$ cat src/rcr_defines.svh
`ifndef RCR_DEFINES_SVH
`define RCR_DEFINES_SVH

// register addresses
`define RCR_ADDR_BUCK4_CTRL 8'h42
`define RCR_ADDR_LDO5_VOLT 8'h50
`define RCR_ADDR_LDO5_CTRL 8'h51
`define RCR_ADDR_LDO6_VOLT 8'h58
`define RCR_ADDR_LDO6_CTRL 8'h59

// control register field positions
`define RCR_BIT_ENABLE 7
`define RCR_BIT_AUX 2
`define RCR_BIT_FAULT_INT_EN 1
`define RCR_BIT_PGOOD 0

// voltage register field
`define RCR_VCODE_LSB 0
`define RCR_VCODE_BITS 6

// reset values
`define RCR_CTRL_BIT_RST 1'b0
`define RCR_VCODE_RST 8'h00
`define RCR_RDATA_RST 8'h00
`define RCR_RSVD_VALUE 8'h00

`endif

$ cat src/rcr_pkg.sv
package rcr_pkg;

    typedef enum logic [2:0] {
        RCR_SEL_NONE = 3'b000,
        RCR_SEL_BUCK4_CTRL = 3'b001,
        RCR_SEL_LDO5_VOLT = 3'b010,
        RCR_SEL_LDO5_CTRL = 3'b011,
        RCR_SEL_LDO6_VOLT = 3'b100,
        RCR_SEL_LDO6_CTRL = 3'b101
    } rcr_sel_e;

    typedef logic [7:0] rcr_byte_t;

endpackage

$ cat src/rcr_ctrl_reg.sv
`timescale 1ns/1ps
`default_nettype none
`include "rcr_defines.svh"

// one regulator control register: enable, aux bit, fault-interrupt enable, power-good
module rcr_ctrl_reg #(
    parameter bit HAS_AUX = 1'b1
) (
    input wire logic i_core_clk,
    input wire logic i_srst,
    input wire logic i_wr,
    input wire logic [7:0] i_wdata,
    input wire logic i_pgood,
    output logic o_enable,
    output logic o_aux,
    output logic o_fault_int_en,
    output logic o_pgood,
    output logic [7:0] o_rdata
);

    logic next_enable;
    logic next_aux;
    logic next_fault_int_en;

    assign next_enable = i_wr ? i_wdata[`RCR_BIT_ENABLE] : o_enable;
    assign next_aux = (i_wr && HAS_AUX) ? i_wdata[`RCR_BIT_AUX] : o_aux;
    assign next_fault_int_en = i_wr ? i_wdata[`RCR_BIT_FAULT_INT_EN] : o_fault_int_en;

    always_ff @(posedge i_core_clk) begin
        if (i_srst) begin
            o_enable <= `RCR_CTRL_BIT_RST;
            o_aux <= `RCR_CTRL_BIT_RST;
            o_fault_int_en <= `RCR_CTRL_BIT_RST;
            o_pgood <= `RCR_CTRL_BIT_RST;
        end else begin
            o_enable <= next_enable;
            o_aux <= next_aux;
            o_fault_int_en <= next_fault_int_en;
            o_pgood <= i_pgood;
        end
    end

    // reserved bits and pgood are not writable; reserved bits read zero
    always_comb begin
        o_rdata = `RCR_RSVD_VALUE;
        o_rdata[`RCR_BIT_ENABLE] = o_enable;
        o_rdata[`RCR_BIT_AUX] = o_aux;
        o_rdata[`RCR_BIT_FAULT_INT_EN] = o_fault_int_en;
        o_rdata[`RCR_BIT_PGOOD] = o_pgood;
    end

endmodule

`default_nettype wire

$ cat src/rcr_regs.sv
// Behaviour
// - Bit 7 of each control register is a read/write enable that turns its regulator on when one and off when zero.
// - Bit 2 of the step-down control register is a read/write phase select, one for 180 degrees out of phase.
// - Bit 1 of each control register is a read/write enable that lets that regulator's faults raise an interrupt.
// - Bit 0 of each control register is a read-only power-good flag, one while the output is above threshold.
// - Bit 2 of each linear regulator control register is a read/write discharge enable used while shut down.
// - Bits 5 down to 0 of each linear regulator voltage register hold a read/write output voltage code.
`timescale 1ns/1ps
`default_nettype none
`include "rcr_defines.svh"

module rcr_regs #(
    parameter int VCODE_W = `RCR_VCODE_BITS
) (
    input wire logic i_core_clk,
    input wire logic i_srst,
    input wire logic [7:0] i_reg_addr,
    input wire logic i_reg_wr,
    input wire logic [7:0] i_reg_wdata,
    input wire logic i_reg_rd,
    input wire logic [2:0] i_pgood,
    input wire logic [2:0] i_fault,
    output logic [7:0] o_reg_rdata,
    output logic o_reg_hit,
    output logic o_buck4_enable,
    output logic o_buck4_phase_180,
    output logic o_buck4_fault_interrupt_enable,
    output logic o_ldo5_enable,
    output logic o_ldo5_discharge_enable,
    output logic o_ldo5_fault_interrupt_enable,
    output logic [VCODE_W-1:0] o_ldo5_output_voltage_code,
    output logic o_ldo6_enable,
    output logic o_ldo6_discharge_enable,
    output logic o_ldo6_fault_interrupt_enable,
    output logic [VCODE_W-1:0] o_ldo6_output_voltage_code,
    output logic o_fault_irq
);

    // refuse widths and field positions that the byte layout cannot hold
    generate
        if (VCODE_W < 1 || VCODE_W > 8) begin : g_bad_vcode_w
            $error("rcr_regs: VCODE_W must lie between 1 and 8");
        end
        if (`RCR_VCODE_LSB + VCODE_W > 8) begin : g_bad_vcode_pos
            $error("rcr_regs: voltage code field runs past bit 7");
        end
        if (`RCR_BIT_ENABLE > 7 || `RCR_BIT_AUX > 7 ||
            `RCR_BIT_FAULT_INT_EN > 7 || `RCR_BIT_PGOOD > 7) begin : g_bad_ctrl_pos
            $error("rcr_regs: control field outside the byte");
        end
        if (`RCR_BIT_ENABLE == `RCR_BIT_AUX || `RCR_BIT_ENABLE == `RCR_BIT_FAULT_INT_EN ||
            `RCR_BIT_ENABLE == `RCR_BIT_PGOOD || `RCR_BIT_AUX == `RCR_BIT_FAULT_INT_EN ||
            `RCR_BIT_AUX == `RCR_BIT_PGOOD || `RCR_BIT_FAULT_INT_EN == `RCR_BIT_PGOOD) begin : g_ctrl_overlap
            $error("rcr_regs: control fields overlap");
        end
    endgenerate

    localparam logic [7:0] VCODE_RST_BYTE = `RCR_VCODE_RST;
    localparam logic [VCODE_W-1:0] VCODE_RST = VCODE_RST_BYTE[VCODE_W-1:0];

    generate
        if ((VCODE_RST_BYTE >> VCODE_W) != 8'h00) begin : g_bad_vcode_rst
            $error("rcr_regs: voltage code reset value wider than the field");
        end
    endgenerate

    // address decode
    rcr_pkg::rcr_sel_e sel;
    wire logic hit_buck4_ctrl;
    wire logic hit_ldo5_volt;
    wire logic hit_ldo5_ctrl;
    wire logic hit_ldo6_volt;
    wire logic hit_ldo6_ctrl;

    assign hit_buck4_ctrl = (i_reg_addr == `RCR_ADDR_BUCK4_CTRL);
    assign hit_ldo5_volt = (i_reg_addr == `RCR_ADDR_LDO5_VOLT);
    assign hit_ldo5_ctrl = (i_reg_addr == `RCR_ADDR_LDO5_CTRL);
    assign hit_ldo6_volt = (i_reg_addr == `RCR_ADDR_LDO6_VOLT);
    assign hit_ldo6_ctrl = (i_reg_addr == `RCR_ADDR_LDO6_CTRL);

    assign sel = hit_buck4_ctrl ? rcr_pkg::RCR_SEL_BUCK4_CTRL :
                 hit_ldo5_volt ? rcr_pkg::RCR_SEL_LDO5_VOLT :
                 hit_ldo5_ctrl ? rcr_pkg::RCR_SEL_LDO5_CTRL :
                 hit_ldo6_volt ? rcr_pkg::RCR_SEL_LDO6_VOLT :
                 hit_ldo6_ctrl ? rcr_pkg::RCR_SEL_LDO6_CTRL :
                 rcr_pkg::RCR_SEL_NONE;

    // write strobes
    wire logic wr_buck4_ctrl;
    wire logic wr_ldo5_volt;
    wire logic wr_ldo5_ctrl;
    wire logic wr_ldo6_volt;
    wire logic wr_ldo6_ctrl;

    assign wr_buck4_ctrl = i_reg_wr && (sel == rcr_pkg::RCR_SEL_BUCK4_CTRL);
    assign wr_ldo5_volt = i_reg_wr && (sel == rcr_pkg::RCR_SEL_LDO5_VOLT);
    assign wr_ldo5_ctrl = i_reg_wr && (sel == rcr_pkg::RCR_SEL_LDO5_CTRL);
    assign wr_ldo6_volt = i_reg_wr && (sel == rcr_pkg::RCR_SEL_LDO6_VOLT);
    assign wr_ldo6_ctrl = i_reg_wr && (sel == rcr_pkg::RCR_SEL_LDO6_CTRL);

    // control registers
    wire logic [7:0] rd_buck4_ctrl;
    wire logic [7:0] rd_ldo5_ctrl;
    wire logic [7:0] rd_ldo6_ctrl;

    rcr_ctrl_reg #(
        .HAS_AUX(1'b1)
    ) u_buck4_ctrl (
        .i_core_clk(i_core_clk),
        .i_srst(i_srst),
        .i_wr(wr_buck4_ctrl),
        .i_wdata(i_reg_wdata),
        .i_pgood(i_pgood[0]),
        .o_enable(o_buck4_enable),
        .o_aux(o_buck4_phase_180),
        .o_fault_int_en(o_buck4_fault_interrupt_enable),
        .o_pgood(),
        .o_rdata(rd_buck4_ctrl)
    );

    rcr_ctrl_reg #(
        .HAS_AUX(1'b1)
    ) u_ldo5_ctrl (
        .i_core_clk(i_core_clk),
        .i_srst(i_srst),
        .i_wr(wr_ldo5_ctrl),
        .i_wdata(i_reg_wdata),
        .i_pgood(i_pgood[1]),
        .o_enable(o_ldo5_enable),
        .o_aux(o_ldo5_discharge_enable),
        .o_fault_int_en(o_ldo5_fault_interrupt_enable),
        .o_pgood(),
        .o_rdata(rd_ldo5_ctrl)
    );

    rcr_ctrl_reg #(
        .HAS_AUX(1'b1)
    ) u_ldo6_ctrl (
        .i_core_clk(i_core_clk),
        .i_srst(i_srst),
        .i_wr(wr_ldo6_ctrl),
        .i_wdata(i_reg_wdata),
        .i_pgood(i_pgood[2]),
        .o_enable(o_ldo6_enable),
        .o_aux(o_ldo6_discharge_enable),
        .o_fault_int_en(o_ldo6_fault_interrupt_enable),
        .o_pgood(),
        .o_rdata(rd_ldo6_ctrl)
    );

    // voltage code registers
    wire logic [VCODE_W-1:0] wdata_vcode;
    logic [VCODE_W-1:0] next_ldo5_vcode;
    logic [VCODE_W-1:0] next_ldo6_vcode;

    assign wdata_vcode = i_reg_wdata[`RCR_VCODE_LSB +: VCODE_W];
    assign next_ldo5_vcode = wr_ldo5_volt ? wdata_vcode : o_ldo5_output_voltage_code;
    assign next_ldo6_vcode = wr_ldo6_volt ? wdata_vcode : o_ldo6_output_voltage_code;

    always_ff @(posedge i_core_clk) begin
        if (i_srst) begin
            o_ldo5_output_voltage_code <= VCODE_RST;
            o_ldo6_output_voltage_code <= VCODE_RST;
        end else begin
            o_ldo5_output_voltage_code <= next_ldo5_vcode;
            o_ldo6_output_voltage_code <= next_ldo6_vcode;
        end
    end

    // voltage readback: upper bits reserved, read zero
    wire logic [7:0] rd_ldo5_volt;
    wire logic [7:0] rd_ldo6_volt;
    wire logic [7:0] vcode_pad;

    assign vcode_pad = `RCR_RSVD_VALUE;
    assign rd_ldo5_volt = vcode_pad | (8'(o_ldo5_output_voltage_code) << `RCR_VCODE_LSB);
    assign rd_ldo6_volt = vcode_pad | (8'(o_ldo6_output_voltage_code) << `RCR_VCODE_LSB);

    // read mux; unmapped addresses read zero
    wire logic [7:0] next_rdata;
    wire logic next_hit;

    assign next_rdata = (sel == rcr_pkg::RCR_SEL_BUCK4_CTRL) ? rd_buck4_ctrl :
                        (sel == rcr_pkg::RCR_SEL_LDO5_VOLT) ? rd_ldo5_volt :
                        (sel == rcr_pkg::RCR_SEL_LDO5_CTRL) ? rd_ldo5_ctrl :
                        (sel == rcr_pkg::RCR_SEL_LDO6_VOLT) ? rd_ldo6_volt :
                        (sel == rcr_pkg::RCR_SEL_LDO6_CTRL) ? rd_ldo6_ctrl :
                        `RCR_RSVD_VALUE;

    assign next_hit = (sel != rcr_pkg::RCR_SEL_NONE);

    always_ff @(posedge i_core_clk) begin
        if (i_srst) begin
            o_reg_rdata <= `RCR_RDATA_RST;
            o_reg_hit <= 1'b0;
        end else if (i_reg_rd) begin
            o_reg_rdata <= next_rdata;
            o_reg_hit <= next_hit;
        end
    end

    // fault interrupt request, gated per regulator
    wire logic [2:0] fault_int_en;
    wire logic [2:0] fault_gated;
    wire logic next_fault_irq;

    assign fault_int_en = {o_ldo6_fault_interrupt_enable, o_ldo5_fault_interrupt_enable,
                           o_buck4_fault_interrupt_enable};
    assign fault_gated = i_fault & fault_int_en;
    assign next_fault_irq = |fault_gated;

    always_ff @(posedge i_core_clk) begin
        if (i_srst) begin
            o_fault_irq <= 1'b0;
        end else begin
            o_fault_irq <= next_fault_irq;
        end
    end

endmodule

`default_nettype wire

$ cat config.mk
export PLATFORM = sky130hd
export DESIGN_NAME = rcr_regs
export DESIGN_NICKNAME = d
export VERILOG_FILES = /design/src/rcr_pkg.sv /design/src/rcr_ctrl_reg.sv /design/src/rcr_regs.sv
export VERILOG_INCLUDE_DIRS = /design/src
export SDC_FILE = /design/constraint.sdc
export NUM_CORES = 1
export LEC_CHECK = 0
export BUFFER_PORTS_ARGS = -buffer_cell sky130_fd_sc_hd__buf_2
export CAP_MARGIN = 5
export CORE_MARGIN = 1.5
export CORE_UTILIZATION = 52
export CTS_CLUSTER_SIZE = 8
export DETAILED_ROUTE_END_ITERATION = 10
export PLACE_DENSITY = 0.95
export SYNTH_ARGS = -nofsm -noshare
export SYNTH_HDL_FRONTEND = slang
export SYNTH_SLANG_ARGS = --single-unit
$ cat constraint.sdc
create_clock -name i_core_clk -period 3.5 [get_ports i_core_clk]
set_input_delay 0.525 -clock i_core_clk [delete_from_list [all_inputs] [get_ports i_core_clk]]
set_output_delay 0.525 -clock i_core_clk [all_outputs]
set_load 0.01 [all_outputs]
==> metrics.md <==
| Metric | Value |
|---|---|
| Max-slew headroom at the worst pin | `55.0%` |
| R2R Setup Slk | `2.22 ns` |
| ANT cells | `0` |
| Arrival time at the worst endpoint | `2.10 ns` |
| CTS root buf | `clkbuf_4` |
| Crit path from | `i_reg_addr[5]` |
| GRT overflow | `0` |
| Die H | `56.9 um` |
| Top delay family on crit path | `simple AND/OR/NAND/NOR gates` |
| Fmax | `547 MHz` |
| Leading cell type in the layout, fill and taps excluded | `buf_2` |
| Bufs and invs on worst path | `1` |
| Mapped Area | `0.00151 mm2` |
| # Post-CTS Setup Buffers | `0` |
| Post-synthesis sequential area ratio | `43.7%` |
| Slew @ Worst Pin | `0.673 ns` |
| Rows | `19` |
| Critical Path End | `o_ldo5_output_voltage_code[4]` |
| Skew-Pair Late Insertion Delay | `0.34 ns` |
| Commonest non-fill, non-tap cells in the layout | `buf_2, dfxtp_1, nand2b_1, mux2i_1, nor2_1` |
| Fraction of the cycle the final worst path needs | `52.2%` |
| Setup TNS | `0 ns` |
| Critical Path End Type | `flop` |
| Largest net degree at the start of global routing | `40` |
| Total CTS buffers | `5` |
| Max reg flops | `7` |
| Crit-path cells | `buf_2, or4b_1, nor4b_4, mux2i_1` |
| Hold-fix buffers, CTS | `0` |
| Via count | `1269` |
| Pwr dens | `394 mW/mm2` |
| Gates resized, CTS repair | `0` |
| Clk sinks | `33` |
| Regs by FF count | `o_reg_rdata: 7 flops, o_ldo5_output_voltage_code: 6 flops, o_ldo6_output_voltage_code: 6 flops` |
| Initial Util | `54.9%` |
| Post-Syn Nets | `174` |
| DIE AREA | `0.00324 mm2` |
| Final Hold Fails | `0` |
| DRT Pass-1 Iters | `4` |
| Crit Path Category | `in2reg` |
| Yosys reg bits | `33` |
| Vias in the first global route | `1225` |
| GRT Total Usage | `21.7%` |
| Initial antenna violation count | `0` |
| Top_reg_cell synth | `dfxtp_1` |
| Worst-path clk slew | `0.10 ns` |
| Cells after Synth | `148` |
| Slew Limit Fails | `0` |
| Die width | `56.9 um` |
| Post-synth EDFFs | `0` |
| Core area | `0.00276 mm2` |
| Ys async rst share | `0%` |
| Clk buf depth | `2` |
| Status | `complete, no violations` |
| Io pins | `57` |
| Final RePlAce weighted congestion | `0.771` |
| Routed WL | `3.28 mm` |
| Final HPWL from detailed placement | `2.40 mm` |
| Share of cells above drive strength 1 | `33.8%` |
| Remaining antenna violation count after routing | `0` |
| Worst Hold Class | `in2reg` |
| First-pass GRT wire length | `5.35 mm` |
| Final setup violation count | `0` |
| TritonCTS clock tree | `done` |
| # fillers | `239` |
| Avg Cell Area, Syn | `10.2 um2` |
| Layout Area Growth over Synthesis | `23.7%` |
| Largest Register | `o_reg_rdata` |
| Fin nets | `226` |
| CP max FO | `6` |
| CP Depth | `4` |
| H-tree depth | `2` |
| R2R depth | `3` |
| Reg2reg start | `u_ldo5_ctrl.o_enable` |
| Max-cap violations | `0` |
| Synth cell types | `27` |
| Reg-to-Reg End | `o_reg_rdata[7]` |
| Yosys warnings | `0` |
| Largest stage delay on the critical path | `0.65 ns` |
| PortBufs | `54` |
| Clk_skew | `0.00924 ns` |
| CP max-delay cell | `or4b_1` |
| Crit path time final | `1.83 ns` |
| Maximum vdd drop | `0.449 mV` |
| Hold slack | `0.397 ns` |
| Iteration-0 DRC Markers | `35` |
| LEAKAGE | `0.863 nW` |
| Vias per inst | `5.47` |
| Wirelength per Cell | `14.1 um` |
| Worst Path Required | `3.77 ns` |
| Type of origin of the critical path | `primary input` |
| DR DRC count | `0` |
| RSZ-0062 raised after global routing | `no` |
-- Yosys cell counts, types with 2 or more instances --
cell type | n | area (um2)
or4b_1 | 3 | 30.0
nand4b_1 | 2 | 17.5
o31ai_1 | 3 | 22.5
nand2_1 | 4 | 15.0
nand4_1 | 6 | 37.5
nor4b_2 | 2 | 30.0
nand2b_1 | 26 | 163
a311oi_1 | 3 | 26.3
a21oi_1 | 3 | 15.0
nor2b_1 | 4 | 25.0
nor2_1 | 7 | 26.3
clkbuf_1 | 7 | 26.3
o21ai_1 | 4 | 20.0
nand3_1 | 6 | 30.0
dfxtp_1 | 33 | 661
mux4_2 | 3 | 67.6
mux2i_1 | 22 | 220
-- through the flow --
step / setup WS, ns / util [%] / cells / area [um2] / power [mW]
final: 1.67 / 67.9 / 232 / 1870 / 0.737
after global routing: 1.62 / 67.9 / 232 / 1870 / 0.765
after CTS: 1.69 / 67.9 / 232 / 1870 / 0.741
after detailed placement: 1.33 / 64.8 / 224 / 1790 / 0.448
after global placement: 1.36 / 64.8 / 224 / 1790 / 0.446
after floorplan: 1.60 / - / 148 / 1510 / 0.425
-- layer usage --
metal,up-vias,GRT usage [%],share of wire (%)
met2,45,34.3,48
met3,8,5.22,5.2
met1,581,27.7,45
met4,0,11.0,2.0
met5,-,0,0
li1,635,-,-
-- area by class of cell --
class | instances | area (um2) | share of cell area, %
Multi-Input combinational cell | 104 | 806 | 43.0
Clock inverter | 1 | 30.0 | 1.60
Tap cell | 31 | 38.8 | 2.07
Inverter | 1 | 3.75 | 0.201
Timing Repair Buffer | 55 | 278 | 14.8
Sequential cell | 33 | 661 | 35.3
Clock buffer | 7 | 55.1 | 2.94
-- where the power goes --
| part | internal (mW) | switching (mW) | total [mW] |
|---|---|---|---|
| clock | 0.171 | 0.127 | 0.298 |
| combinational | 0.0263 | 0.0317 | 0.0580 |
| sequential | 0.380 | 0.00176 | 0.381 |
| total | 0.576 | 0.161 | 0.737 |
-- worst min path at each step --
stage                                endpoint                  from  cells after the start
final                     u_ldo5_ctrl.o_pgood            i_pgood[1]                      2
after global routing      u_ldo5_ctrl.o_pgood            i_pgood[1]                      2
after CTS                 u_ldo5_ctrl.o_pgood            i_pgood[1]                      2
after detailed placement       o_reg_rdata[5]        o_reg_rdata[5]                      2
after global placement         o_reg_rdata[3]        o_reg_rdata[3]                      2
after floorplan                o_reg_rdata[0]  u_buck4_ctrl.o_pgood                      2
-- cell families after synthesis --
family,share of synthesized area (%)
DFF,43.7
and+or+nand+nor,26.9
AOI/OAI and AO/OA,7.11
buffers and inverters,3.06
muxes,19.0
other,0.248
Note: power is estimated with default switching activity, not from simulation.
